==> src/nia_pkg.sv <==
// nested interrupt acceptance: shared constants
// assumes one core clock domain, no software-visible bus
package nia_pkg;

	// source count: four 8-bit level registers, one bit per source
	localparam int NIA_LVL_REGS = 4;
	localparam int NIA_REG_W = 8;
	localparam int NIA_SRC_NUM = NIA_LVL_REGS * NIA_REG_W;

	// depth of the saved status word stack (nesting levels)
	localparam int NIA_STK_DEPTH = 8;

	// level register select codes
	localparam logic [1:0] NIA_SEL_LVL0_LOW = 2'h0;
	localparam logic [1:0] NIA_SEL_LVL0_HIGH = 2'h1;
	localparam logic [1:0] NIA_SEL_LVL1_LOW = 2'h2;
	localparam logic [1:0] NIA_SEL_LVL1_HIGH = 2'h3;

	// source level bit encoding
	localparam logic NIA_LVL_HIGH = 1'h0;
	localparam logic NIA_LVL_LOW = 1'h1;

	// values after reset
	localparam logic [NIA_REG_W-1:0] NIA_LVL_RST = 8'hff;
	localparam logic NIA_IE_RST = 1'h0;
	localparam logic NIA_ISP_RST = 1'h1;

endpackage : nia_pkg

==> src/nia_accept.sv <==
// nested interrupt acceptance: decides whether a pending request may
// interrupt the running code, keeps the ie/isp status and a save stack.
// assumes all request and sequencer strobes come from core-clock logic.
//
// Behaviour
// - no hardware request accepted while ack-enable flag clear; software requests still taken
// - acknowledging any request clears ack-enable flag
// - enable instruction sets ack-enable flag
// - fixed order plus programmable levels; levels decide
// - equal or higher priority nests when enabled
// - refused requests stay pending, never lost
// - after return, one main instruction before acceptance
// - in-service flag 0 admits only high level and software requests
// - in-service flag 1 admits both levels
// - level bit 0 high, 1 low; four registers
module nia_accept #(
	parameter int NUM_SRC = nia_pkg::NIA_SRC_NUM,
	parameter int STK_DEPTH = nia_pkg::NIA_STK_DEPTH
) (
	input wire logic ref_clk_i,
	input wire logic rst_n_i,
	input wire logic [NUM_SRC-1:0] irq_req_i,
	input wire logic [NUM_SRC-1:0] irq_en_i,
	input wire logic swi_req_i,
	input wire logic enable_irq_instruction_i,
	input wire logic disable_irq_instruction_i,
	input wire logic insn_done_i,
	input wire logic irq_return_i,
	input wire logic lvl_wr_i,
	input wire logic [1:0] lvl_sel_i,
	input wire logic [nia_pkg::NIA_REG_W-1:0] lvl_data_i,
	output logic ack_o,
	output logic ack_sw_o,
	output logic [$clog2(NUM_SRC)-1:0] ack_id_o,
	output logic global_ack_enable_flag_o,
	output logic in_service_level_flag_o,
	output logic [NUM_SRC-1:0] pending_o,
	output logic [NUM_SRC-1:0] source_level_bit_o,
	output logic [$clog2(STK_DEPTH+1)-1:0] depth_o
);
	import nia_pkg::*;

	localparam int IDW = $clog2(NUM_SRC);
	localparam int DW = $clog2(STK_DEPTH + 1);
	localparam logic [DW-1:0] DEPTH_FULL = DW'(STK_DEPTH);

	logic ie_q;
	logic isp_q;
	logic hold_q;
	logic swi_pend_q;
	logic ack_q;
	logic ack_sw_q;
	logic [IDW-1:0] ack_id_q;
	logic [NUM_SRC-1:0] pend_q;
	logic [NUM_SRC-1:0] lvl_q;
	logic [DW-1:0] depth_q;
	logic [STK_DEPTH-1:0] save_ie_q;
	logic [STK_DEPTH-1:0] save_isp_q;

	logic [NUM_SRC-1:0] hi_cand;
	logic [NUM_SRC-1:0] lo_cand;
	logic [NUM_SRC-1:0] sel_cand;
	logic [NUM_SRC-1:0] ack_clr;
	logic [IDW-1:0] pick_idx;
	logic stk_full;
	logic stk_empty;
	logic gate_open;
	logic take_sw;
	logic take_hi;
	logic take_lo;
	logic take_any;
	logic do_ret;
	logic [DW-1:0] pop_ptr;
	logic ie_d;
	logic isp_d;

	// level bit 0 is the higher level
	assign hi_cand = pend_q & irq_en_i & ~lvl_q;
	assign lo_cand = pend_q & irq_en_i & lvl_q;

	assign stk_full = (depth_q == DEPTH_FULL);
	assign stk_empty = (depth_q == '0);
	assign do_ret = irq_return_i & ~stk_empty;
	assign pop_ptr = depth_q - DW'(1);

	// a return and a new acceptance never share a cycle, so the
	// restored status is always the one the decision sees
	assign gate_open = ie_q & ~hold_q & ~irq_return_i & ~stk_full;

	// software interrupts are not masked by the ack-enable flag
	assign take_sw = swi_pend_q & ~hold_q & ~irq_return_i & ~stk_full;

	// high level always nests over whatever runs
	assign take_hi = gate_open & (|hi_cand) & ~take_sw;
	// low level only when nothing, a low-level or a software routine runs
	assign take_lo = gate_open & isp_q & (|lo_cand) & ~(|hi_cand) & ~take_sw;
	assign take_any = take_hi | take_lo | take_sw;

	assign sel_cand = take_hi ? hi_cand : lo_cand;

	// fixed order inside one level: lowest source index wins
	always_comb begin
		pick_idx = '0;
		for (int i = NUM_SRC - 1; i >= 0; i--) begin
			if (sel_cand[i]) begin
				pick_idx = IDW'(i);
			end
		end
	end

	genvar g;
	generate
		for (g = 0; g < NUM_SRC; g++) begin : g_src
			assign ack_clr[g] = (take_hi | take_lo) & (pick_idx == IDW'(g));
		end
	endgenerate

	// level registers, one byte per select code
	generate
		for (g = 0; g < NIA_LVL_REGS; g++) begin : g_lvl
			always_ff @(posedge ref_clk_i or negedge rst_n_i) begin
				if (!rst_n_i) begin
					lvl_q[g*NIA_REG_W +: NIA_REG_W] <= NIA_LVL_RST;
				end else if (lvl_wr_i && lvl_sel_i == 2'(g)) begin
					lvl_q[g*NIA_REG_W +: NIA_REG_W] <= lvl_data_i;
				end
			end
		end
	endgenerate

	// a new request in the clearing cycle survives: set wins
	always_ff @(posedge ref_clk_i or negedge rst_n_i) begin
		if (!rst_n_i) begin
			pend_q <= '0;
			swi_pend_q <= 1'h0;
		end else begin
			pend_q <= (pend_q & ~ack_clr) | irq_req_i;
			swi_pend_q <= (swi_pend_q & ~take_sw) | swi_req_i;
		end
	end

	// ack-enable flag: return restores, acceptance clears, then ei/di
	always_comb begin
		ie_d = ie_q;
		if (do_ret) begin
			ie_d = save_ie_q[pop_ptr[$clog2(STK_DEPTH)-1:0]];
		end else if (take_any) begin
			ie_d = 1'h0;
		end else if (enable_irq_instruction_i) begin
			ie_d = 1'h1;
		end else if (disable_irq_instruction_i) begin
			ie_d = 1'h0;
		end
	end

	// in-service flag follows the accepted source's level
	always_comb begin
		isp_d = isp_q;
		if (do_ret) begin
			isp_d = save_isp_q[pop_ptr[$clog2(STK_DEPTH)-1:0]];
		end else if (take_hi) begin
			isp_d = NIA_LVL_HIGH;
		end else if (take_lo | take_sw) begin
			isp_d = NIA_LVL_LOW;
		end
	end

	always_ff @(posedge ref_clk_i or negedge rst_n_i) begin
		if (!rst_n_i) begin
			ie_q <= NIA_IE_RST;
			isp_q <= NIA_ISP_RST;
		end else begin
			ie_q <= ie_d;
			isp_q <= isp_d;
		end
	end

	// status save stack; a full stack refuses further nesting
	generate
		for (g = 0; g < STK_DEPTH; g++) begin : g_stk
			always_ff @(posedge ref_clk_i or negedge rst_n_i) begin
				if (!rst_n_i) begin
					save_ie_q[g] <= NIA_IE_RST;
					save_isp_q[g] <= NIA_ISP_RST;
				end else if (take_any && depth_q == DW'(g)) begin
					save_ie_q[g] <= ie_q;
					save_isp_q[g] <= isp_q;
				end
			end
		end
	endgenerate

	always_ff @(posedge ref_clk_i or negedge rst_n_i) begin
		if (!rst_n_i) begin
			depth_q <= '0;
		end else if (do_ret) begin
			depth_q <= pop_ptr;
		end else if (take_any) begin
			depth_q <= depth_q + DW'(1);
		end
	end

	// hold after return until the resumed code retires one instruction;
	// a retire in the return cycle belongs to the routine, so set wins
	always_ff @(posedge ref_clk_i or negedge rst_n_i) begin
		if (!rst_n_i) begin
			hold_q <= 1'h0;
		end else if (do_ret) begin
			hold_q <= 1'h1;
		end else if (insn_done_i) begin
			hold_q <= 1'h0;
		end
	end

	always_ff @(posedge ref_clk_i or negedge rst_n_i) begin
		if (!rst_n_i) begin
			ack_q <= 1'h0;
			ack_sw_q <= 1'h0;
			ack_id_q <= '0;
		end else begin
			ack_q <= take_any;
			ack_sw_q <= take_sw;
			ack_id_q <= take_sw ? '0 : pick_idx;
		end
	end

	assign ack_o = ack_q;
	assign ack_sw_o = ack_sw_q;
	assign ack_id_o = ack_id_q;
	assign global_ack_enable_flag_o = ie_q;
	assign in_service_level_flag_o = isp_q;
	assign pending_o = pend_q;
	assign source_level_bit_o = lvl_q;
	assign depth_o = depth_q;

endmodule // nia_accept

==> config.mk <==
export PLATFORM = sky130hd
export DESIGN_NAME = nia_accept
export DESIGN_NICKNAME = d
export VERILOG_FILES = /design/src/nia_pkg.sv /design/src/nia_accept.sv
export SDC_FILE = /design/constraint.sdc
export NUM_CORES = 1
export LEC_CHECK = 0
export CAP_MARGIN = 20
export CORE_ASPECT_RATIO = 1.4
export CORE_MARGIN = 3
export CORE_UTILIZATION = 25
export CTS_BUF_LIST = sky130_fd_sc_hd__clkbuf_2 sky130_fd_sc_hd__clkbuf_4 sky130_fd_sc_hd__clkbuf_8
export CTS_CLUSTER_DIAMETER = 50
export DETAILED_ROUTE_END_ITERATION = 10
export DONT_BUFFER_PORTS = 1
export PLACE_DENSITY_LB_ADDON = 0.25
export SLEW_MARGIN = 30
export SYNTH_ARGS = -nofsm -noshare
export SYNTH_HDL_FRONTEND = slang
export SYNTH_SLANG_ARGS = --single-unit
==> constraint.sdc <==
create_clock -name ref_clk_i -period 4.1 [get_ports ref_clk_i]
set_input_delay 0.82 -clock ref_clk_i [delete_from_list [all_inputs] [get_ports ref_clk_i]]
set_output_delay 0.82 -clock ref_clk_i [all_outputs]
set_load 0.01 [all_outputs]
==> flow_summary.toml, run 1 <==
[place]
place_congestion = 0.970
place.detailed.hpwl_um = 19500
dp.cells = 899
place_area_um2 = 6410
dpl_worst_slack_ps = -299
io_buffers = 0

[cts]
path_clk_slew_ps = 100
numClockSinks = 95
ctsLongestPathBuffers = 2
cts-buffers-inserted = 9
cts-root-buf = "clkbuf_8"
h-tree-depth = 3
clk_latency_ps = 400
postCtsHoldBufs = 0
cts_tree = "built"

[die]
num_rows = 64
fp.dieArea_um2 = 24400
core_region_area_um2 = 22000
start_util_pct = 25.6
die_x_um = 133
chipHeight_um = 184
ios = 159

[cells_and_area]
final_common_cell = "nor2_1"
nets = 700
design_area_um2 = 6630
instances_no_fill = 916
final_cell_mix = "nor2_1, buf_4, dfrtp_1, mux2_2, dfstp_2"
area_growth_pct = 17.6
fin_util_pct = 30.1
diodes = 0
layout-drive-gt1-share_pct = 32.0

[timing]
slew_violations = 0
rsz0062_at_grt = "yes"
skew_ps = 15.5
min_period_ps = 3970
finalHoldViolCount = 0
max_slew_margin_pct = 54.3
max_freq_mhz = 252
setup_ws_ps = 126
worst_slew_pin_slew_ps = 683
finalCritPeriodShare_pct = 96.9
setup_viol = 0

[synth]
synth_nets = 642
synthesis.area_um2 = 5640
syn_avg_cell_area_um2 = 10.1
yosysWarningCount = 0
synth-main-ff-cell = "dfrtp_1"
ys_seq_elements = 95
ys_types = 66
async_flop_share_pct = 100
synth_cells = 556
synth_edf_count = 0
ys_seq_area_share_pct = 43.1

[job]
max_cap_viol_count = 0

[setup_path]
ff2ff_path_depth = 13
cp-start-kind = "register"
arrival_ps = 4240
critPathRequiredTime_ps = 4360
worstSetupPathType = "reg2reg"
cp-end-kind = "register"
path_max_fanout = 10

[power]
pwr_density_cell_nw_per_um2 = 500
irDropWorstVdd_mv = 0.167
p_leak_uw = 0.00260

[routing]
firstDrtPassIters = 5
finalWirelength_um = 23700
postRouteAntennaNets = 0
vias = 4782
route.detailed.drc = 0
drtIter0Drc = 272
vias_per_cell = 5.22
wl_per_cell_um = 25.8

[global_route]
grt_max_degree = 96
grt_pass1_wl_um = 34500
grt_usage_pct = 19.4
gr-total-overflow = 0
antenna_found_initial = 0
grt_pass1_vias = 5077

[hold_path]
hp-class = "in2async"

[run_status]
status = "complete, no violations"
## timing repair
item,in CTS,in global routing
resized for setup,1,0
pin swaps,0,1
setup endpoints to repair,3,4
endpoints found under the hold margin,0,0
setup buffers,0,1
## cell type report
class                   count  area [um2]
repair buffers             59         493
inverters                  18        67.6
clock buffers               9         124
clock inverters             7        78.8
fillers                  2284       15400
multi-input cells         431        3070
well taps                 297         372
flip-flops and latches     95        2430
## where the power goes
part	internal, uW	switching [uW]	leakage (uW)
registers	1180	181	0.000990
logic	564	718	0.00150
clock network	291	385	0.000105
## synth_stat cells, types with 3 or more instances
cell,count,share of area (%)
nand3b_1,31,4.1
dfstp_2,41,19
mux2_2,52,10
nand2_1,27,1.8
o22ai_1,3,0.33
clkbuf_1,5,0.33
o21ai_1,3,0.27
nand3_1,39,3.5
o21ai_0,5,0.44
a21oi_1,21,1.9
nor2b_1,5,0.55
mux2i_1,21,3.7
xnor2_1,13,2.0
ha_1,4,0.89
mux4_2,4,1.6
nor3_1,15,1.3
nand4_1,10,1.1
buf_4,3,0.40
o21bai_1,3,0.40
a31o_2,3,0.47
a31oi_1,19,2.1
nor3b_1,3,0.40
nor2_1,73,4.9
o2111ai_1,7,1.1
or2_2,5,0.55
a41oi_1,7,1.1
a211o_1,3,0.47
dfrtp_1,54,24
inv_1,18,1.2
o221ai_1,3,0.47
and2_1,5,0.55
nor4_1,6,0.67
## critical path, cell delays in order, from the launching register on
cell and delay, ps:
dfstp_2 590, nand3b_1 180, o2111ai_1 260, nor4_4 410
a21o_4 240, buf_12 150, mux2i_1 110, and4bb_2 330
a21boi_0 360, o221ai_1 240, a21oi_2 400, nor3b_4 240
buf_4 180, a41oi_1 140
## final timing paths
check	start	to	slack, ps
max	source_level_bit_o[17]	pending_o[22]	130
min	rst_n_i	depth_o[0]	100
max reg2reg	source_level_bit_o[17]	pending_o[22]	130
min reg2reg	save_ie_q[1]	save_ie_q[1]	520
max in group asynchronous	rst_n_i	source_level_bit_o[1]	3760
min in group ref_clk_i	insn_done_i	hold_q	510
## through the flow
step / total power [uW] / setup TNS, ps / hold WS (ps)
6_report: 3320 / 0 / 98.3
5_1_grt: 3510 / -37.3 / 63.1
4_1_cts: 3350 / 0 / 66.5
3_5_place_dp: 2660 / -1120 / 495
3_3_place_gp: 2640 / -1420 / 490
2_1_floorplan: 2130 / 0 / 475
## flip-flops by register name (all words and copies together) (netlist names)
register / flops
depth_o: 4
ack_o: 1
ack_sw_o: 1
save_isp_q: 8
swi_pend_q: 1
ack_id_o: 5
global_ack_enable_flag_o: 1
in_service_level_flag_o: 1
source_level_bit_o: 32
save_ie_q: 8
pending_o: 32
hold_q: 1
## layer usage
| metal | vias to the layer above | track usage (%) | share of wire (%) |
|---|---|---|---|
| met5 | - | 0 | 0 |
| met4 | 0 | 12.1 | 6.2 |
| met3 | 60 | 7.48 | 9.2 |
| met2 | 189 | 33.3 | 50 |
| met1 | 2347 | 19.8 | 34 |
| li1 | 2186 | - | - |
## logic make-up (layout without fill, tap and decap cells)
logic type                 after synthesis  after routing  share of synthesized area, %
adders and majority gates                4              4                         0.888
xor gates and xnor gates                15             15                          2.33
and+or+nand+nor                        240            240                          23.5
muxes                                   77             77                          15.7
buffers and inverters                   30             93                          2.66
DFF                                     95             95                          43.1
AOI/OAI and AO/OA                       95             95                          11.8
(Power assumes the default switching activity.)
==> run 2: changes to the inputs <==
--- a/config.mk
+++ b/config.mk
@@ -5,6 +5,7 @@
 export SDC_FILE = /design/constraint.sdc
 export NUM_CORES = 1
 export LEC_CHECK = 0
+export ABC_AREA = 1
 export CAP_MARGIN = 20
 export CORE_ASPECT_RATIO = 1.4
 export CORE_MARGIN = 3
@@ -13,6 +14,7 @@
 export CTS_CLUSTER_DIAMETER = 50
 export DETAILED_ROUTE_END_ITERATION = 10
 export DONT_BUFFER_PORTS = 1
+export MAX_ROUTING_LAYER = met4
 export PLACE_DENSITY_LB_ADDON = 0.25
 export SLEW_MARGIN = 30
 export SYNTH_ARGS = -nofsm -noshare
==> flow_summary.toml, run 2 <==
[run_status]
status = "complete, no violations"

[synth]
async_flop_share_pct = 100
synth-main-ff-cell = "dfrtp_1"
synthesis.area_um2 = 5630
yosysMostFrequentCell = "nand2_1"
synth_nets = 833
synth.largest_area_cell = "dfrtp_1"
yosys-top-cells-area = "dfrtp_1, dfstp_2, nand2_1"
ys_top_cells_by_count = "nand2_1, inv_1, nand3_1"
yosysWarningCount = 0
synth_edf_count = 0
syn_avg_cell_area_um2 = 7.53
ys_types = 41
synth_top_cell_area_share_pct = 24.0
synth_cells = 747
ys_seq_elements = 95
ys_seq_area_share_pct = 43.2

[setup_path]
arrival_ps = 3960
cp-start-kind = "register"
cp-end-kind = "register"
crit_path_max_incr_delay_ps = 600
worstSetupPathType = "reg2reg"
critPathRequiredTime_ps = 4390
critical-path-slowest-cell = "dfstp_2"
path_max_fanout = 13
crit_top_cell = "nand2_1"

[global_route]
grt_usage_pct = 18.9
grt_pass1_wl_um = 33000
antenna_found_initial = 1
gr-total-overflow = 0
grt_max_degree = 96
grt_pass1_vias = 5200

[die]
fp.dieArea_um2 = 24400
num_rows = 64
start_util_pct = 25.5
die_x_um = 133
chipHeight_um = 183
core_region_area_um2 = 22000
ios = 159

[cts]
numClockSinks = 95
path_clk_slew_ps = 100
cts_tree = "built"
h-tree-depth = 3
clk_latency_ps = 410
cts-root-buf = "clkbuf_8"
cts-buffers-inserted = 9
postCtsHoldBufs = 0
ctsLongestPathBuffers = 2

[routing]
finalWirelength_um = 23000
drtIter0Drc = 328
vias_per_cell = 4.84
firstDrtPassIters = 7
vias = 5276
route.detailed.drc = 0
wl_per_cell_um = 21.1
postRouteAntennaNets = 0

[timing]
setup_ws_ps = 431
min_period_ps = 3670
finalCritPeriodShare_pct = 89.5
slew_violations = 0
skew_ps = 17.4
max_slew_margin_pct = 57.4
finalHoldViolCount = 0
rsz0062_at_grt = "yes"
whs_ps = 95.9
setup_viol = 0
worst_slew_pin_slew_ps = 637
max_freq_mhz = 273

[power]
pwr_density_cell_nw_per_um2 = 482
p_leak_uw = 0.00325
irDropWorstVdd_mv = 0.300
p_total_uw = 3220

[cells_and_area]
final_cell_mix = "nand2_1, inv_1, nand3_1, o21ai_0, dfrtp_1"
diodes = 0
final_common_cell = "nand2_1"
area_growth_pct = 18.5
layout-drive-gt1-share_pct = 21.9
design_area_um2 = 6670
fin_util_pct = 30.3
fillers = 2404
nets = 874

[place]
place.detailed.hpwl_um = 18500
place_area_um2 = 6140
io_buffers = 0
place_congestion = 0.937
dpl_worst_slack_ps = 40.0

[hold_path]
hp-class = "in2async"

[job]
max_cap_viol_count = 0
## run 2: changes by cell type after synthesis, moves of 18 or more
cell | before | now
nand3_1 | 39 | 96
o21ai_0 | 5 | 62
nor2_1 | 73 | 44
inv_1 | 18 | 107
mux2_2 | 52 | 9
nand4_1 | 10 | 32
nand3b_1 | 31 | 0
mux2i_1 | 21 | 3
nand2_1 | 27 | 210
## run 2: worst paths after layout
kind,from,end,slack (ps),cells after the start
setup / recovery,source_level_bit_o[3],pending_o[7],430,34
hold / removal,rst_n_i,depth_o[1],100,0
setup reg to reg,source_level_bit_o[3],pending_o[7],430,34
hold reg to reg,save_ie_q[5],save_ie_q[5],490,2
max in group asynchronous,rst_n_i,source_level_bit_o[27],3740,0
min in group ref_clk_i,insn_done_i,hold_q,490,1
## run 2: report_power, final
group          internal (uW)  total [uW]  switching [uW]
Combinational            400        1130             732
Clock                    354         734             381
Sequential              1160        1350             189
## run 2: cells by family (layout without fill, tap and decap cells)
family,Yosys count,in the layout,share of synthesized area [%]
adders and majority gates,4,4,0.890
and+or+nand+nor,404,408,32.7
buffers and inverters,128,170,9.61
AOI/OAI and AO/OA,97,97,9.96
muxes,15,15,3.07
xor gates and xnor gates,4,4,0.623
DFF,95,95,43.2
## run 2: per-stage QoR
stage	std cells	TNS, ps
after floorplan	747	0
after global placement	1063	0
after detailed placement	1063	0
after CTS	1079	0
after global routing	1090	-106
final	1090	0
## run 2: timing repair
| item | 4_1_cts | 5_1_grt |
|---|---|---|
| setup endpoints to repair | 0 | 30 |
| gates resized for setup | 0 | 52 |
| buffers inserted | 0 | 8 |
## run 2: routing by layer
metal / vias up / wire [um] / global-route usage [%]
li1: 2527 / - / -
met5: - / 0 / -
met1: 2523 / 8310 / 19.0
met3: 49 / 1440 / 5.26
met4: 0 / 862 / 7.57
met2: 177 / 12400 / 34.6
## run 2: worst max-delay path: cells and delay by family (launching register included)
| kind | cells | cell delay [ps] |
|---|---|---|
| buffers and inverters | 2 | 220 |
| AND/OR/NAND/NOR | 30 | 2180 |
| AO/OA/AOI/OAI | 1 | 200 |
| multiplexers | 1 | 380 |
| flip-flops | 1 | 600 |
## run 2: final cells by class
class	count	area (um2)	area share [%]
multi-input combinational	528	2890	43.4
timing repair buffer	42	330	4.95
clock inverter	6	92.6	1.39
sequential	95	2430	36.4
tap	297	372	5.57
clock buffer	10	131	1.97
inverter	112	420	6.30
